**src/hw/output_driver_cfg.svh**
```systemverilog
`ifndef OUTPUT_DRIVER_CFG_SVH
`define OUTPUT_DRIVER_CFG_SVH

// ==========================================
// Register port widths
`define REG_ADDR_W       11
`define REG_DATA_W       16

// ==========================================
// Register offsets
`define SPK_BOOST_OFS    11'h025
`define LINE_FB_OFS      11'h037
`define LINE_VMID_OFS    11'h038
`define PIN_PULL_OFS     11'h721
`define OUT_ENA_OFS      11'h001
`define CLK_CFG_OFS      11'h002
`define LINE_CFG_OFS     11'h003
`define STATUS_OFS       11'h004

// ==========================================
// Field positions
`define L_BOOST_MSB      5
`define L_BOOST_LSB      3
`define R_BOOST_MSB      2
`define R_BOOST_LSB      0
`define PULLUP_BIT       1
`define VMID_BUF_BIT     7
`define FB_ONE_BIT       7
`define FB_TWO_BIT       6
`define ENA_SPK_L_BIT    0
`define ENA_SPK_R_BIT    1
`define ENA_EP_IN_BIT    2
`define ENA_EP_OUT_BIT   3
`define ENA_SRC_SEL_BIT  4
`define CFG_SE_ONE_BIT   0
`define CFG_SE_TWO_BIT   1
`define CFG_L_P1P_BIT    2
`define CFG_R_P1N_BIT    3

// ==========================================
// Reset values
`define BOOST_RST        3'h0
`define PULLUP_RST       1'h1
`define BIT_RST          1'h0
`define RATE_RST         4'h0

// ==========================================
// Encodings of rate and ratio fields
`define SR_8K            4'h0
`define SR_11K           4'h1
`define SR_12K           4'h2
`define SR_16K           4'h3
`define SR_22K           4'h4
`define SR_24K           4'h5
`define SR_32K           4'h6
`define SR_44K           4'h7
`define SR_48K           4'h8
`define SR_88K           4'h9
`define SR_96K           4'ha
`define RT_128           4'h0
`define RT_192           4'h1
`define RT_256           4'h2
`define RT_384           4'h3
`define RT_512           4'h4
`define RT_768           4'h5
`define RT_1024          4'h6
`define RT_1536          4'h7

// ==========================================
// Timing (clock and switching rates in units of 0.1 kHz)
`define CLK_PERIOD_NS    4
`define CORE_KHZ10       2500000
`define F256_KHZ10       2560
`define F341_KHZ10       3413
`define F353_KHZ10       3528
`define F384_KHZ10       3840
`define HALF_256         (`CORE_KHZ10 / (2 * `F256_KHZ10))
`define HALF_341         (`CORE_KHZ10 / (2 * `F341_KHZ10))
`define HALF_353         (`CORE_KHZ10 / (2 * `F353_KHZ10))
`define HALF_384         (`CORE_KHZ10 / (2 * `F384_KHZ10))
`define HALF_W           10
`define CLK_ABSENT_NS    2000
`define CLK_ABSENT_CYC   (`CLK_ABSENT_NS / `CLK_PERIOD_NS)
`define MON_W            10

`endif

```
**src/hw/output_driver_pkg.sv**
```systemverilog
package output_driver_pkg;

   // ==========================================
   // Switching frequency choice
   typedef enum logic [4:0] {
      FREQ_NONE = 5'b00001,
      FREQ_256  = 5'b00010,
      FREQ_341  = 5'b00100,
      FREQ_353  = 5'b01000,
      FREQ_384  = 5'b10000
   } sw_freq_e;

   // ==========================================
   // Speaker drive bundle
   typedef struct packed {
      logic       left_spk_out_en;
      logic       right_spk_out_en;
      logic       mono_mode;
      logic [2:0] left_spk_gain_step;
      logic [2:0] right_spk_gain_step;
   } spk_drive_s;

   // ==========================================
   // Line output bundle
   typedef struct packed {
      logic line_pair_one_single_ended;
      logic line_pair_two_single_ended;
      logic left_mix_to_pair_one_pos;
      logic right_mix_to_pair_one_neg;
      logic line_pair_one_gnd_feedback_en;
      logic line_pair_two_gnd_feedback_en;
      logic line_midref_buffer_en;
   } line_cfg_s;

endpackage : output_driver_pkg

```
**src/hw/classd_clk_gen.sv**
```systemverilog
`timescale 1ns/100ps
`default_nettype none
`include "output_driver_cfg.svh"

module classd_clk_gen (
   input  wire logic                 clk,
   input  wire logic                 sys_rst,
   input  wire logic                 run,
   input  wire logic [`HALF_W-1:0]   half_cnt,
   output logic                      sw_clk_r
);

   logic [`HALF_W-1:0] cnt_r;
   logic [`HALF_W-1:0] cnt_nxt;
   logic               wrap;

   // Half period reached; >= keeps a rate change mid-run safe
   assign wrap    = (cnt_r >= (half_cnt - `HALF_W'd1));
   assign cnt_nxt = wrap ? '0 : cnt_r + `HALF_W'd1;

   // Divider, held low while stopped
   always_ff @(posedge clk) begin
      if (sys_rst || !run) begin
         cnt_r    <= '0;
         sw_clk_r <= 1'b0;
      end else begin
         cnt_r <= cnt_nxt;
         if (wrap) begin
            sw_clk_r <= ~sw_clk_r;
         end
      end
   end

endmodule : classd_clk_gen
`default_nettype wire

```
**src/hw/output_driver_control.sv**
```systemverilog
// Overview of operation
// [RULE1] Left boost is bits 5:3, 0 to +9 dB in 1.5 dB steps, 111 gives +12 dB, reset 000.
// [RULE2] Right boost is bits 2:0 of the same register, same coding, reset 000.
// [RULE3] Software keeps both boost fields fixed while a speaker is enabled.
// [RULE4] Bit 1 of the pull control register enables the speaker-mode pin pull-up and resets to 1.
// [RULE5] The switching clock runs while either speaker enable is set, else it stops; here it also stops while clk_ok is low.
// [RULE6] Source select 0 takes port one rate and ratio for the divider, 1 takes port two.
// [RULE7] The 44.1 kHz family gives 352.8 kHz and the 12/24/48/96 kHz family gives 384 kHz.
// [RULE8] 8 kHz gives 341.3 kHz at 256/512/1024 else 256; 16/32 kHz 341.3 at 128/256/512 else 384.
// [RULE9] Both speakers are forced off while the selected clock is absent.
// [RULE10] Software enables the earpiece input stage at least 50 us before the output stage.
// [RULE11] Software sets the VMID buffer enable (bit 7, reset 0) while a pair is single-ended.
// [RULE12] Bit 7 of the feedback register enables pair one ground-loop feedback, reset 0.
// [RULE13] Bit 6 of that register enables pair two ground-loop feedback, reset 0.
// [RULE14] Software enables ground-loop feedback only on single-ended pairs.
// [RULE15] Pair mode 1 is single-ended with mixer routes to its legs, 0 is differential.
// [RULE16] A high speaker-mode pin selects mono speakers, low selects stereo.
// [RULE17] Registers are 16 bits, undefined bits read zero and ignore writes, writes act next edge.
//
// Chosen here: the address-and-strobe port.
`timescale 1ns/100ps
`default_nettype none
`include "output_driver_cfg.svh"

module output_driver_control (
   input  wire logic                     clk,
   input  wire logic                     sys_rst,
   input  wire logic [`REG_ADDR_W-1:0]   reg_addr,
   input  wire logic [`REG_DATA_W-1:0]   reg_wdata,
   input  wire logic                     reg_wr,
   input  wire logic                     reg_rd,
   output logic      [`REG_DATA_W-1:0]   reg_rdata,
   input  wire logic                     spk_mono_select_pin,
   input  wire logic                     port_one_clock,
   input  wire logic                     port_two_clock,
   output output_driver_pkg::spk_drive_s spk_drive,
   output logic                          spk_cfg_pin_pullup_en,
   output logic                          classd_sw_clk,
   output logic                          earpiece_input_stage_en,
   output logic                          earpiece_output_stage_en,
   output output_driver_pkg::line_cfg_s  line_cfg
);
   import output_driver_pkg::*;

   // ==========================================
   // Register state
   logic [2:0]  l_boost_r;
   logic [2:0]  r_boost_r;
   logic        pullup_r;
   logic        vmid_r;
   logic        fb_one_r;
   logic        fb_two_r;
   logic        spk_l_en_r;
   logic        spk_r_en_r;
   logic        ep_in_r;
   logic        ep_out_r;
   logic        src_sel_r;
   logic [3:0]  sr_one_r;
   logic [3:0]  rt_one_r;
   logic [3:0]  sr_two_r;
   logic [3:0]  rt_two_r;
   logic        se_one_r;
   logic        se_two_r;
   logic        l_p1p_r;
   logic        r_p1n_r;
   logic [15:0] rdata_r;

   // Clock monitor state
   logic              sel_prev_r;
   logic [`MON_W-1:0] idle_r;
   logic [`MON_W-1:0] idle_nxt;
   logic              present_r;

   // Output flops
   spk_drive_s  spk_r;
   line_cfg_s   line_r;
   logic        run_r;

   // ==========================================
   // Address decode
   wire wr_boost = reg_wr && (reg_addr == `SPK_BOOST_OFS);
   wire wr_fb    = reg_wr && (reg_addr == `LINE_FB_OFS);
   wire wr_vmid  = reg_wr && (reg_addr == `LINE_VMID_OFS);
   wire wr_pull  = reg_wr && (reg_addr == `PIN_PULL_OFS);
   wire wr_ena   = reg_wr && (reg_addr == `OUT_ENA_OFS);
   wire wr_ccfg  = reg_wr && (reg_addr == `CLK_CFG_OFS);
   wire wr_lcfg  = reg_wr && (reg_addr == `LINE_CFG_OFS);

   // ==========================================
   // Rate selection and divider lookup
   // [RULE6] source picks settings
   wire [3:0] sel_sr = src_sel_r ? sr_two_r : sr_one_r;
   wire [3:0] sel_rt = src_sel_r ? rt_two_r : rt_one_r;

   // Unsupported rate/ratio pairs give no clock
   function automatic sw_freq_e pick_freq(input logic [3:0] sr, input logic [3:0] rt);
      logic [3:0] max_rt;
      logic       low;
      max_rt = `RT_128;
      low = (rt == `RT_256) || (rt == `RT_512) || (rt == `RT_1024) || (rt == `RT_128);
      case (sr)
         `SR_8K:  max_rt = `RT_1536;
         `SR_11K: max_rt = `RT_1024;
         `SR_12K: max_rt = `RT_1024;
         `SR_16K: max_rt = `RT_768;
         `SR_22K: max_rt = `RT_512;
         `SR_24K: max_rt = `RT_512;
         `SR_32K: max_rt = `RT_384;
         `SR_44K: max_rt = `RT_256;
         `SR_48K: max_rt = `RT_256;
         default: max_rt = `RT_128;
      endcase
      if (sr > `SR_96K || rt > max_rt) begin
         pick_freq = FREQ_NONE;
      end else begin
         case (sr)
            // [RULE8] 8 kHz column
            `SR_8K: pick_freq = (low && rt != `RT_128) ? FREQ_341 : FREQ_256;
            // [RULE8] 16 and 32 kHz
            `SR_16K,
            `SR_32K: pick_freq = low ? FREQ_341 : FREQ_384;
            // [RULE7] 44.1 kHz family
            `SR_11K,
            `SR_22K,
            `SR_44K,
            `SR_88K: pick_freq = FREQ_353;
            // [RULE7] 48 kHz family
            default: pick_freq = FREQ_384;
         endcase
      end
   endfunction : pick_freq

   wire sw_freq_e freq = pick_freq(sel_sr, sel_rt);

   // Half-period count per frequency
   logic [`HALF_W-1:0] half_cnt;
   always_comb begin
      case (freq)
         FREQ_256: half_cnt = `HALF_W'(`HALF_256);
         FREQ_341: half_cnt = `HALF_W'(`HALF_341);
         FREQ_353: half_cnt = `HALF_W'(`HALF_353);
         default:  half_cnt = `HALF_W'(`HALF_384);
      endcase
   end

   // ==========================================
   // Clock presence monitor
   wire sel_clk  = src_sel_r ? port_two_clock : port_one_clock;
   wire sel_edge = sel_clk ^ sel_prev_r;
   wire idle_top = (idle_r >= `MON_W'(`CLK_ABSENT_CYC));
   assign idle_nxt = sel_edge ? '0 : (idle_top ? idle_r : idle_r + `MON_W'd1);

   // [RULE9] watch selected clock
   always_ff @(posedge clk) begin
      if (sys_rst) begin
         sel_prev_r <= 1'b0;
         idle_r     <= '0;
         present_r  <= 1'b0;
      end else begin
         sel_prev_r <= sel_clk;
         idle_r     <= idle_nxt;
         present_r  <= (idle_nxt < `MON_W'(`CLK_ABSENT_CYC));
      end
   end

   // [RULE9] speakers gated by clock
   wire clk_ok = present_r && (freq != FREQ_NONE);
   // [RULE5] run on either enable
   wire run_nxt = (spk_l_en_r || spk_r_en_r) && clk_ok;

   // ==========================================
   // Register writes
   // [RULE17] writes land next edge
   always_ff @(posedge clk) begin
      if (sys_rst) begin
         l_boost_r  <= `BOOST_RST;
         r_boost_r  <= `BOOST_RST;
         pullup_r   <= `PULLUP_RST;
         vmid_r     <= `BIT_RST;
         fb_one_r   <= `BIT_RST;
         fb_two_r   <= `BIT_RST;
      end else begin
         if (wr_boost) begin
            // [RULE1] left boost field
            l_boost_r <= reg_wdata[`L_BOOST_MSB:`L_BOOST_LSB];
            // [RULE2] right boost field
            r_boost_r <= reg_wdata[`R_BOOST_MSB:`R_BOOST_LSB];
         end
         // [RULE4] pin pull-up bit
         if (wr_pull) pullup_r <= reg_wdata[`PULLUP_BIT];
         if (wr_vmid) vmid_r <= reg_wdata[`VMID_BUF_BIT];
         if (wr_fb) begin
            // [RULE12] pair one feedback
            fb_one_r <= reg_wdata[`FB_ONE_BIT];
            // [RULE13] pair two feedback
            fb_two_r <= reg_wdata[`FB_TWO_BIT];
         end
      end
   end

   // Enables and line setup
   always_ff @(posedge clk) begin
      if (sys_rst) begin
         spk_l_en_r <= `BIT_RST;
         spk_r_en_r <= `BIT_RST;
         ep_in_r    <= `BIT_RST;
         ep_out_r   <= `BIT_RST;
         src_sel_r  <= `BIT_RST;
         sr_one_r   <= `RATE_RST;
         rt_one_r   <= `RATE_RST;
         sr_two_r   <= `RATE_RST;
         rt_two_r   <= `RATE_RST;
         se_one_r   <= `BIT_RST;
         se_two_r   <= `BIT_RST;
         l_p1p_r    <= `BIT_RST;
         r_p1n_r    <= `BIT_RST;
      end else begin
         if (wr_ena) begin
            spk_l_en_r <= reg_wdata[`ENA_SPK_L_BIT];
            spk_r_en_r <= reg_wdata[`ENA_SPK_R_BIT];
            ep_in_r    <= reg_wdata[`ENA_EP_IN_BIT];
            ep_out_r   <= reg_wdata[`ENA_EP_OUT_BIT];
            src_sel_r  <= reg_wdata[`ENA_SRC_SEL_BIT];
         end
         if (wr_ccfg) begin
            sr_one_r <= reg_wdata[3:0];
            rt_one_r <= reg_wdata[7:4];
            sr_two_r <= reg_wdata[11:8];
            rt_two_r <= reg_wdata[15:12];
         end
         if (wr_lcfg) begin
            // [RULE15] pair mode and routes
            se_one_r <= reg_wdata[`CFG_SE_ONE_BIT];
            se_two_r <= reg_wdata[`CFG_SE_TWO_BIT];
            l_p1p_r  <= reg_wdata[`CFG_L_P1P_BIT];
            r_p1n_r  <= reg_wdata[`CFG_R_P1N_BIT];
         end
      end
   end

   // ==========================================
   // Read-back mux, undefined bits zero
   logic [15:0] rd_val;
   always_comb begin
      rd_val = 16'h0000;
      case (reg_addr)
         `SPK_BOOST_OFS: rd_val = {10'h000, l_boost_r, r_boost_r};
         `LINE_FB_OFS:   rd_val = {8'h00, fb_one_r, fb_two_r, 6'h00};
         `LINE_VMID_OFS: rd_val = {8'h00, vmid_r, 7'h00};
         `PIN_PULL_OFS:  rd_val = {14'h0000, pullup_r, 1'b0};
         `OUT_ENA_OFS:   rd_val = {11'h000, src_sel_r, ep_out_r, ep_in_r,
                                   spk_r_en_r, spk_l_en_r};
         `CLK_CFG_OFS:   rd_val = {rt_two_r, sr_two_r, rt_one_r, sr_one_r};
         `LINE_CFG_OFS:  rd_val = {12'h000, r_p1n_r, l_p1p_r, se_two_r, se_one_r};
         `STATUS_OFS:    rd_val = {8'h00, 3'h0, freq == FREQ_NONE,
                                   spk_mono_select_pin, present_r, clk_ok, run_r};
         default:        rd_val = 16'h0000;
      endcase
   end

   // Read data for one cycle
   always_ff @(posedge clk) begin
      if (sys_rst) begin
         rdata_r <= 16'h0000;
      end else begin
         rdata_r <= reg_rd ? rd_val : 16'h0000;
      end
   end

   // ==========================================
   // Output stage flops
   always_ff @(posedge clk) begin
      if (sys_rst) begin
         spk_r  <= '0;
         line_r <= '0;
         run_r  <= 1'b0;
      end else begin
         run_r <= run_nxt;
         // [RULE9] force off without clock
         spk_r.left_spk_out_en  <= spk_l_en_r && clk_ok;
         spk_r.right_spk_out_en <= spk_r_en_r && clk_ok;
         // [RULE16] pin high means mono
         spk_r.mono_mode           <= spk_mono_select_pin;
         spk_r.left_spk_gain_step  <= l_boost_r;
         spk_r.right_spk_gain_step <= r_boost_r;
         line_r.line_pair_one_single_ended    <= se_one_r;
         line_r.line_pair_two_single_ended    <= se_two_r;
         // [RULE15] routes only in single-ended
         line_r.left_mix_to_pair_one_pos      <= l_p1p_r && se_one_r;
         line_r.right_mix_to_pair_one_neg     <= r_p1n_r && se_one_r;
         line_r.line_pair_one_gnd_feedback_en <= fb_one_r;
         line_r.line_pair_two_gnd_feedback_en <= fb_two_r;
         line_r.line_midref_buffer_en         <= vmid_r;
      end
   end

   // Earpiece enables and pin pull-up
   logic ep_in_q_r;
   logic ep_out_q_r;
   logic pullup_q_r;
   always_ff @(posedge clk) begin
      if (sys_rst) begin
         ep_in_q_r  <= 1'b0;
         ep_out_q_r <= 1'b0;
         pullup_q_r <= `PULLUP_RST;
      end else begin
         ep_in_q_r  <= ep_in_r;
         ep_out_q_r <= ep_out_r;
         pullup_q_r <= pullup_r;
      end
   end

   // ==========================================
   // Switching clock divider
   // [RULE5] clock gated by enables
   classd_clk_gen u_clk_gen (
      .clk      (clk),
      .sys_rst  (sys_rst),
      .run      (run_r),
      .half_cnt (half_cnt),
      .sw_clk_r (classd_sw_clk)
   );

   assign reg_rdata                = rdata_r;
   assign spk_drive                = spk_r;
   assign line_cfg                 = line_r;
   assign earpiece_input_stage_en  = ep_in_q_r;
   assign earpiece_output_stage_en = ep_out_q_r;
   assign spk_cfg_pin_pullup_en    = pullup_q_r;

endmodule : output_driver_control
`default_nettype wire

```
**config.mk**
```make
export PLATFORM = sky130hd
export DESIGN_NAME = output_driver_control
export DESIGN_NICKNAME = d
export VERILOG_FILES = /design/src/hw/output_driver_pkg.sv /design/src/hw/classd_clk_gen.sv /design/src/hw/output_driver_control.sv
export VERILOG_INCLUDE_DIRS = /design/src /design/src/hw
export SDC_FILE = /design/constraint.sdc
export NUM_CORES = 1
export LEC_CHECK = 0
export BUFFER_PORTS_ARGS = -buffer_cell sky130_fd_sc_hd__buf_2
export CAP_MARGIN = 5
export CELL_PAD_IN_SITES_DETAIL_PLACEMENT = 1
export CELL_PAD_IN_SITES_GLOBAL_PLACEMENT = 1
export CORE_ASPECT_RATIO = 1.2
export CORE_UTILIZATION = 43
export DETAILED_ROUTE_END_ITERATION = 6
export GPL_ROUTABILITY_DRIVEN = 0
export PLACE_DENSITY = 0.78
export SLEW_MARGIN = 20
export SYNTH_ARGS = -nofsm -noshare
export SYNTH_HDL_FRONTEND = slang
export SYNTH_SLANG_ARGS = --single-unit
```
**constraint.sdc**
```tcl
create_clock -name clk -period 5.1 [get_ports clk]
set_input_delay 1.275 -clock clk [delete_from_list [all_inputs] [get_ports clk]]
set_output_delay 1.275 -clock clk [all_outputs]
set_load 0.01 [all_outputs]
```
==> metrics.yaml, run 1 <==
sta:
  fin_tns_setup_ns: 0
  tightest_slew_ns: 0.996
  max_freq_mhz: 210
  post-route-period-util: 0.935
  fin_worst_skew_ns: 0.00606
  whs_ns: 0.478
  slew_headroom: 0.330
  hold_viol: 0
  rsz0062_at_grt: "false"
  setup_viol: 0
  finalWorstSetupSlack_ns: 0.331
  period_needed_ns: 4.77
  drv_slew: 0
worst_hold_path:
  hp-class: "register to register"
  hold_start: "vmid_r"
  holdPathEnd: "vmid_r"
  min_path_cells: 2
grt:
  grt_usage: 0.237
  grt_start_max_net_pins: 55
  grt_overflow: 0
  antenna_found_initial: 0
  grt_pass1_wl_mm: 19.5
  first_global_vias: 3993
setup_path:
  critPathMaxStageDelay_ns: 0.64
  crit_path_top_delay_cell: "or4b_1"
  end_kind: "register"
  cp_data_required_time_ns: 5.33
  arrival_ns: 5.00
  timing.rr.end: "u_clk_gen.cnt_r[0]"
  r2r_cells: 16
  rr_startpoint: "src_sel_r"
  reg2reg_slack_ns: 0.33
  path_cells: "buf_4, mux2_2, nand2_1, o21ai_0, a22oi_1, ha_1, a211oi_1, o211ai_1, or4b_1, o21ai_0, ha_1, nand2b_1, a21o_1, a211oi_2, o21bai_2, a2111oi_1"
  crit_path_start_kind: "register"
  crit_fanout: 15
  crit_type: "register to register"
  worst-path-buf-inv: 1
  crit_family: "compound AO/OA/AOI/OAI gates"
synth:
  synth.avg_cell_area_um2: 8.70
  synth_enable_flop_cells: 0
  synthesis.area_mm2: 0.00447
  synth_cells: 514
  synth.distinct_cells: 61
  ys_ff_latch: 94
  yosysSeqAreaShare: 0.421
  synth_ff_type: "dfxtp_1"
  yosys_warnings: 0
  synthArstFlopShare: 0
  synth_nets: 566
clocking:
  htreeDepth: 3
  cts_resized: 0
  cts_setup_buffers: 0
  clockRootBuffer: "clkbuf_16"
  cts_made_buffers: 9
  cts_hold_buf: 0
  insertion_delay_ns: 0.35
  cts_sinks: 94
  cts_tree: "yes"
  path_clk_slew_ns: 0.07
  cts_buffer_depth: 2
floorplan:
  initial_core_util: 0.444
  chipWidth_um: 95.1
  io-pin-count: 70
  rows: 40
  die-area_mm2: 0.0108
  core_mm2: 0.0101
  die-height_um: 114
final_layout:
  insertedDiodeCount: 0
  drive_gt1_frac: 0.196
  fillers: 1236
  nets: 630
  area.growth.synth_to_final_pct: 16.5
route:
  viasPerCell: 5.53
  drtIter0Drc: 139
  drc_errors: 0
  vias: 3920
  postRouteAntennaNets: 0
  post_drt_wl_per_cell_um: 17.0
  wl_mm: 12.1
  firstDrtPassIters: 4
placed_design:
  port-buffer-count: 69
  dp_slack_ns: 0.0446
  hpwl_mm: 9.05
power_and_ir_drop:
  ir_drop_mv: 0.155
  power_density_mw_per_mm2: 281
  leakage_nw: 2.12
job:
  max-cap-violations: 0
status:
  outcome: "finished clean"
## per-stage QoR
stage / power (mW) / instances / util / area, um^2
after global routing: 1.51 / 709 / 0.518 / 5210
final: 1.46 / 709 / 0.518 / 5210
after CTS: 1.47 / 709 / 0.516 / 5190
after floorplan: 0.782 / 514 / - / 4470
after global placement: 0.807 / 693 / 0.487 / 4900
after detailed placement: 0.808 / 693 / 0.487 / 4900
## cell usage after synthesis (2+ instances only)
cell type,instances,area [um^2]
dfxtp_1,94,1880
nand2_1,77,289
a21oi_1,39,195
nor2_1,36,135
inv_1,19,71.3
nand3_1,19,95.1
ha_1,18,225
mux2i_1,18,180
nor2b_1,16,100
and2_1,15,93.8
clkbuf_1,14,52.6
o21ai_0,14,70.1
nor3_1,10,50.1
xnor2_1,9,78.8
or2_2,7,43.8
a22oi_1,6,45.0
a31oi_1,6,37.5
mux2_2,6,67.6
nor3b_1,6,45.0
a2111oi_0,5,43.8
a211oi_1,5,37.5
nand2b_1,5,31.3
nand4_1,5,31.3
o21a_1,5,37.5
or4_1,4,30.0
xor2_1,4,35.0
and4_1,3,26.3
nand3b_1,3,22.5
nor4_1,3,18.8
a21o_1,2,15.0
a222oi_1,2,20.0
and3_1,2,12.5
buf_2,2,10.0
buf_6,2,22.5
conb_1,2,7.51
nor4_2,2,25.0
nor4b_1,2,17.5
o21bai_1,2,15.0
o22ai_1,2,12.5
or3_1,2,12.5
## worst reg2reg max path, stage by stage (launching register included)
cell,delay [ns]
dfxtp_2,0.42
buf_4,0.25
mux2_2,0.42
nand2_1,0.11
o21ai_0,0.10
a22oi_1,0.21
ha_1,0.27
a211oi_1,0.22
o211ai_1,0.24
or4b_1,0.64
o21ai_0,0.23
ha_1,0.25
nand2b_1,0.14
a21o_1,0.19
a211oi_2,0.29
o21bai_2,0.20
a2111oi_1,0.44
## flip-flops by register name, summed over array words and instances, names as in the netlist, 4 cells and up
signal and count:
spk_drive 9, rt_one_r 4, u_clk_gen.cnt_r 10, sr_two_r 4
line_cfg 7, idle_r 10, sr_one_r 4, reg_rdata 16
rt_two_r 4
## kinds of logic after synthesis
kind of cell / count (synthesis) / synth area share
and+or+nand+nor: 228 / 0.272
AOI/OAI and AO/OA: 97 / 0.138
DFF: 94 / 0.421
buffers and inverters: 38 / 0.0367
muxes: 24 / 0.0554
adders and majority gates: 18 / 0.0504
xor gates and xnor gates: 13 / 0.0255
other: 2 / 0.00168
## routing by layer
metal / GRT usage / vias to the layer above / routed length, um
met4: 0.0980 / 0 / 316
met1: 0.265 / 1896 / 4970
li1: - / 1931 / -
met3: 0.0453 / 19 / 372
met2: 0.432 / 74 / 6400
met5: 0 / - / 0
## power breakdown
group          internal (mW)  switching (mW)  total (mW)
sequential             0.736         0.00272       0.739
clock                  0.354           0.317       0.671
combinational         0.0182          0.0346      0.0528
## how the worst max path moves through the flow
stage	endpoint	depth (start not counted)	from
3_5_place_dp	u_clk_gen.cnt_r[0]	16	src_sel_r
5_1_grt	u_clk_gen.cnt_r[0]	16	src_sel_r
4_1_cts	u_clk_gen.cnt_r[0]	16	src_sel_r
6_report	u_clk_gen.cnt_r[0]	16	src_sel_r
2_1_floorplan	u_clk_gen.cnt_r[0]	17	src_sel_r
3_3_place_gp	u_clk_gen.cnt_r[1]	16	src_sel_r
## final cells by class
type / count / area, um^2 / area share
Sequential cell: 94 / 1880 / 0.362
Clock buffer: 10 / 239 / 0.0459
Clock inverter: 6 / 52.6 / 0.0101
Inverter: 19 / 71.3 / 0.0137
Tap cell: 126 / 158 / 0.0303
Timing Repair Buffer: 72 / 368 / 0.0706
Multi-Input combinational cell: 382 / 2440 / 0.468
## cells in the final DEF, fill, tap and decap left out, types with 15 or more instances in the layout
| cell | count |
|---|---|
| a21oi_1 | 39 |
| nor2_1 | 36 |
| nand2_1 | 77 |
| inv_1 | 19 |
| nor2b_1 | 16 |
| mux2i_1 | 18 |
| ha_1 | 18 |
| dfxtp_1 | 93 |
| buf_2 | 69 |
| and2_1 | 15 |
| nand3_1 | 19 |
Power figures use the tool's default switching activity.
==> run 2, diff against run 1 <==
Settings changed: REMOVE_ABC_BUFFERS set to 1.
==> metrics.yaml, run 2 (synthesized netlist as in run 1, its figures left out) <==
status:
  outcome: "finished clean"  # unchanged
final_layout:
  final_common_cell: "dfxtp_1"  # unchanged
  area.growth.synth_to_final_pct: 16.8  # was 16.5%
  nets: 631  # was 630
  layout_common_cells: "dfxtp_1 (93), nand2_1 (77), buf_2 (69)"  # unchanged
  largest_reg_flops: 16  # unchanged
  fillers: 1213  # was 1236
  insertedDiodeCount: 0  # unchanged
  drive_gt1_frac: 0.195  # was 0.196
  final_cells: 710  # was 709
setup_path:
  cp_data_required_time_ns: 5.31  # was 5.33 ns
  crit_path_start_kind: "register"  # unchanged
  crit_path_top_delay_cell: "or4b_1"  # unchanged
  end_kind: "register"  # unchanged
  path_cells: "mux2_2, ha_1, o21ai_0, a22oi_1, ha_1, a211oi_1, o211ai_1, or4b_1, o21ai_1, ha_1, nand2b_1, a21o_1, a211oi_2, o21bai_2, a2111oi_1"  # was buf_4, mux2_2, nand2_1, o21ai_0, a22oi_1, ha_1, a211oi_1, o211ai_1, or4b_1, o21ai_0, ha_1, nand2b_1, a21o_1, a211oi_2, o21bai_2, a2111oi_1
  critPathMaxStageDelay_ns: 0.69  # was 0.64 ns
  rr_startpoint: "src_sel_r"  # unchanged
  arrival_ns: 4.94  # was 5.00 ns
  crit_path_start: "src_sel_r"  # unchanged
  crit_type: "register to register"  # unchanged
  crit_fanout: 10  # was 15
  path_common_cell: "ha_1"
clocking:
  cts_made_buffers: 9  # unchanged
  path_clk_slew_ns: 0.07  # about the same
  cts_tree: "yes"  # unchanged
  insertion_delay_ns: 0.35  # about the same
  cts_sinks: 94  # unchanged
  cts_buffer_depth: 2  # unchanged
  cts_setup_buffers: 0  # unchanged
  clockRootBuffer: "clkbuf_16"  # unchanged
  htreeDepth: 3  # unchanged
power_and_ir_drop:
  power_mw: 1.46  # about the same
  leakage_nw: 2.13  # was 2.12 nW
  power_density_mw_per_mm2: 280  # was 281 mW/mm^2
  ir_drop_mv: 0.167  # was 0.155 mV
floorplan:
  io-pin-count: 70  # unchanged
  initial_core_util: 0.444  # unchanged
  rows: 40  # unchanged
  chipWidth_um: 95.1  # unchanged
  die-height_um: 114  # unchanged
  die-area_mm2: 0.0108  # unchanged
  core_mm2: 0.0101  # unchanged
sta:
  fin_worst_skew_ns: 0.00950  # was 0.00606 ns
  post-route-period-util: 0.927  # was 0.935
  hold_viol: 0  # unchanged
  max_freq_mhz: 211  # was 210 MHz
  drv_slew: 0  # unchanged
  tightest_slew_ns: 1.01  # was 0.996 ns
  period_needed_ns: 4.73  # was 4.77 ns
  slew_headroom: 0.319  # was 0.330
  rsz0062_at_grt: "false"  # unchanged
  setup_viol: 0  # unchanged
  finalWorstSetupSlack_ns: 0.371  # was 0.331 ns
  fin_tns_setup_ns: 0  # unchanged
route:
  drtIter0Drc: 116  # was 139
  firstDrtPassIters: 4  # unchanged
  drc_errors: 0  # unchanged
  post_drt_wl_per_cell_um: 17.2  # was 17.0 um
  viasPerCell: 5.64  # was 5.53
  wl_mm: 12.2  # was 12.1 mm
  vias: 4006  # was 3920
  postRouteAntennaNets: 0  # unchanged
placed_design:
  port-buffer-count: 69  # unchanged
  placedCellCount: 694  # was 693
  dp_slack_ns: 0.136  # was 0.0446 ns
  hpwl_mm: 8.94  # was 9.05 mm
worst_hold_path:
  hold_start: "l_boost_r[0]"  # was vmid_r
  hp-class: "register to register"  # unchanged
grt:
  grt_overflow: 0  # unchanged
  first_global_vias: 4203  # was 3993
  antenna_found_initial: 0  # unchanged
  grt_start_max_net_pins: 54  # was 55
  grt_pass1_wl_mm: 20.5  # was 19.5 mm
  grt_usage: 0.246  # was 0.237
job:
  max-cap-violations: 0  # unchanged
run 2: cell count changes in the layout (fill, tap and decap cells not counted), sizes merged:
cell / delta
inv: -4
clkinv: +2
buf: +1
bufinv: +1
clkbuf: +1
run 2: metal layers:
metal | GRT usage | vias to the layer above | wire length [um] | share of wire
met2 | 0.440 | 83 | 6410 | 0.53
li1 | - | 1945 | - | -
met3 | 0.0373 | 28 | 344 | 0.028
met5 | 0 | - | 0 | 0
met1 | 0.286 | 1950 | 5090 | 0.42
met4 | 0.101 | 0 | 344 | 0.028
run 2: through the flow:
| stage | instance area (um^2) | util | hold WS, ns |
|---|---|---|---|
| detailed placement | 4910 | 0.488 | 0.466 |
| floorplan | 4380 | - | 0.428 |
| finish | 5220 | 0.519 | 0.478 |
| CTS | 5210 | 0.518 | 0.476 |
| global placement | 4910 | 0.488 | 0.448 |
| global route | 5220 | 0.519 | 0.505 |
run 2: power by group:
part | total [mW] | switching [mW] | internal [mW]
combinational | 0.0534 | 0.0352 | 0.0182
sequential | 0.739 | 0.00274 | 0.736
clock | 0.668 | 0.287 | 0.381
total | 1.46 | 0.325 | 1.14
run 2: what timing repair did:
action | in CTS | in global routing
resized for setup | 1 | 6
gates cloned | 0 | 0
hold buffers | 0 | 0
endpoints found under the setup margin | 1 | 6
run 2: final cells by class:
type	instances	area (um^2)	share of cell area
Clock buffer	11	233	0.0446
Inverter	19	71.3	0.0137
Sequential cell	94	1880	0.361
Timing Repair Buffer	73	375	0.0719
Tap cell	126	158	0.0302
Multi-Input combinational cell	382	2440	0.467
Clock inverter	5	60.1	0.0115
run 2: worst max-delay path, delay by kind of cell, from the launching register on:
kind,cells,cell delay (ns)
AND/OR/NAND/NOR,2,0.83
adder cells (fa/ha/maj),3,0.82
flip-flops,1,0.41
multiplexers,1,0.40
AO/OA/AOI/OAI,9,2.12
run 2: worst paths after layout:
check,endpoint,slack [ns],cells after the start
max,u_clk_gen.cnt_r[9],0.37,15
min,l_boost_r[0],0.48,2
max reg2reg,u_clk_gen.cnt_r[9],0.37,15
min reg2reg,l_boost_r[0],0.48,2
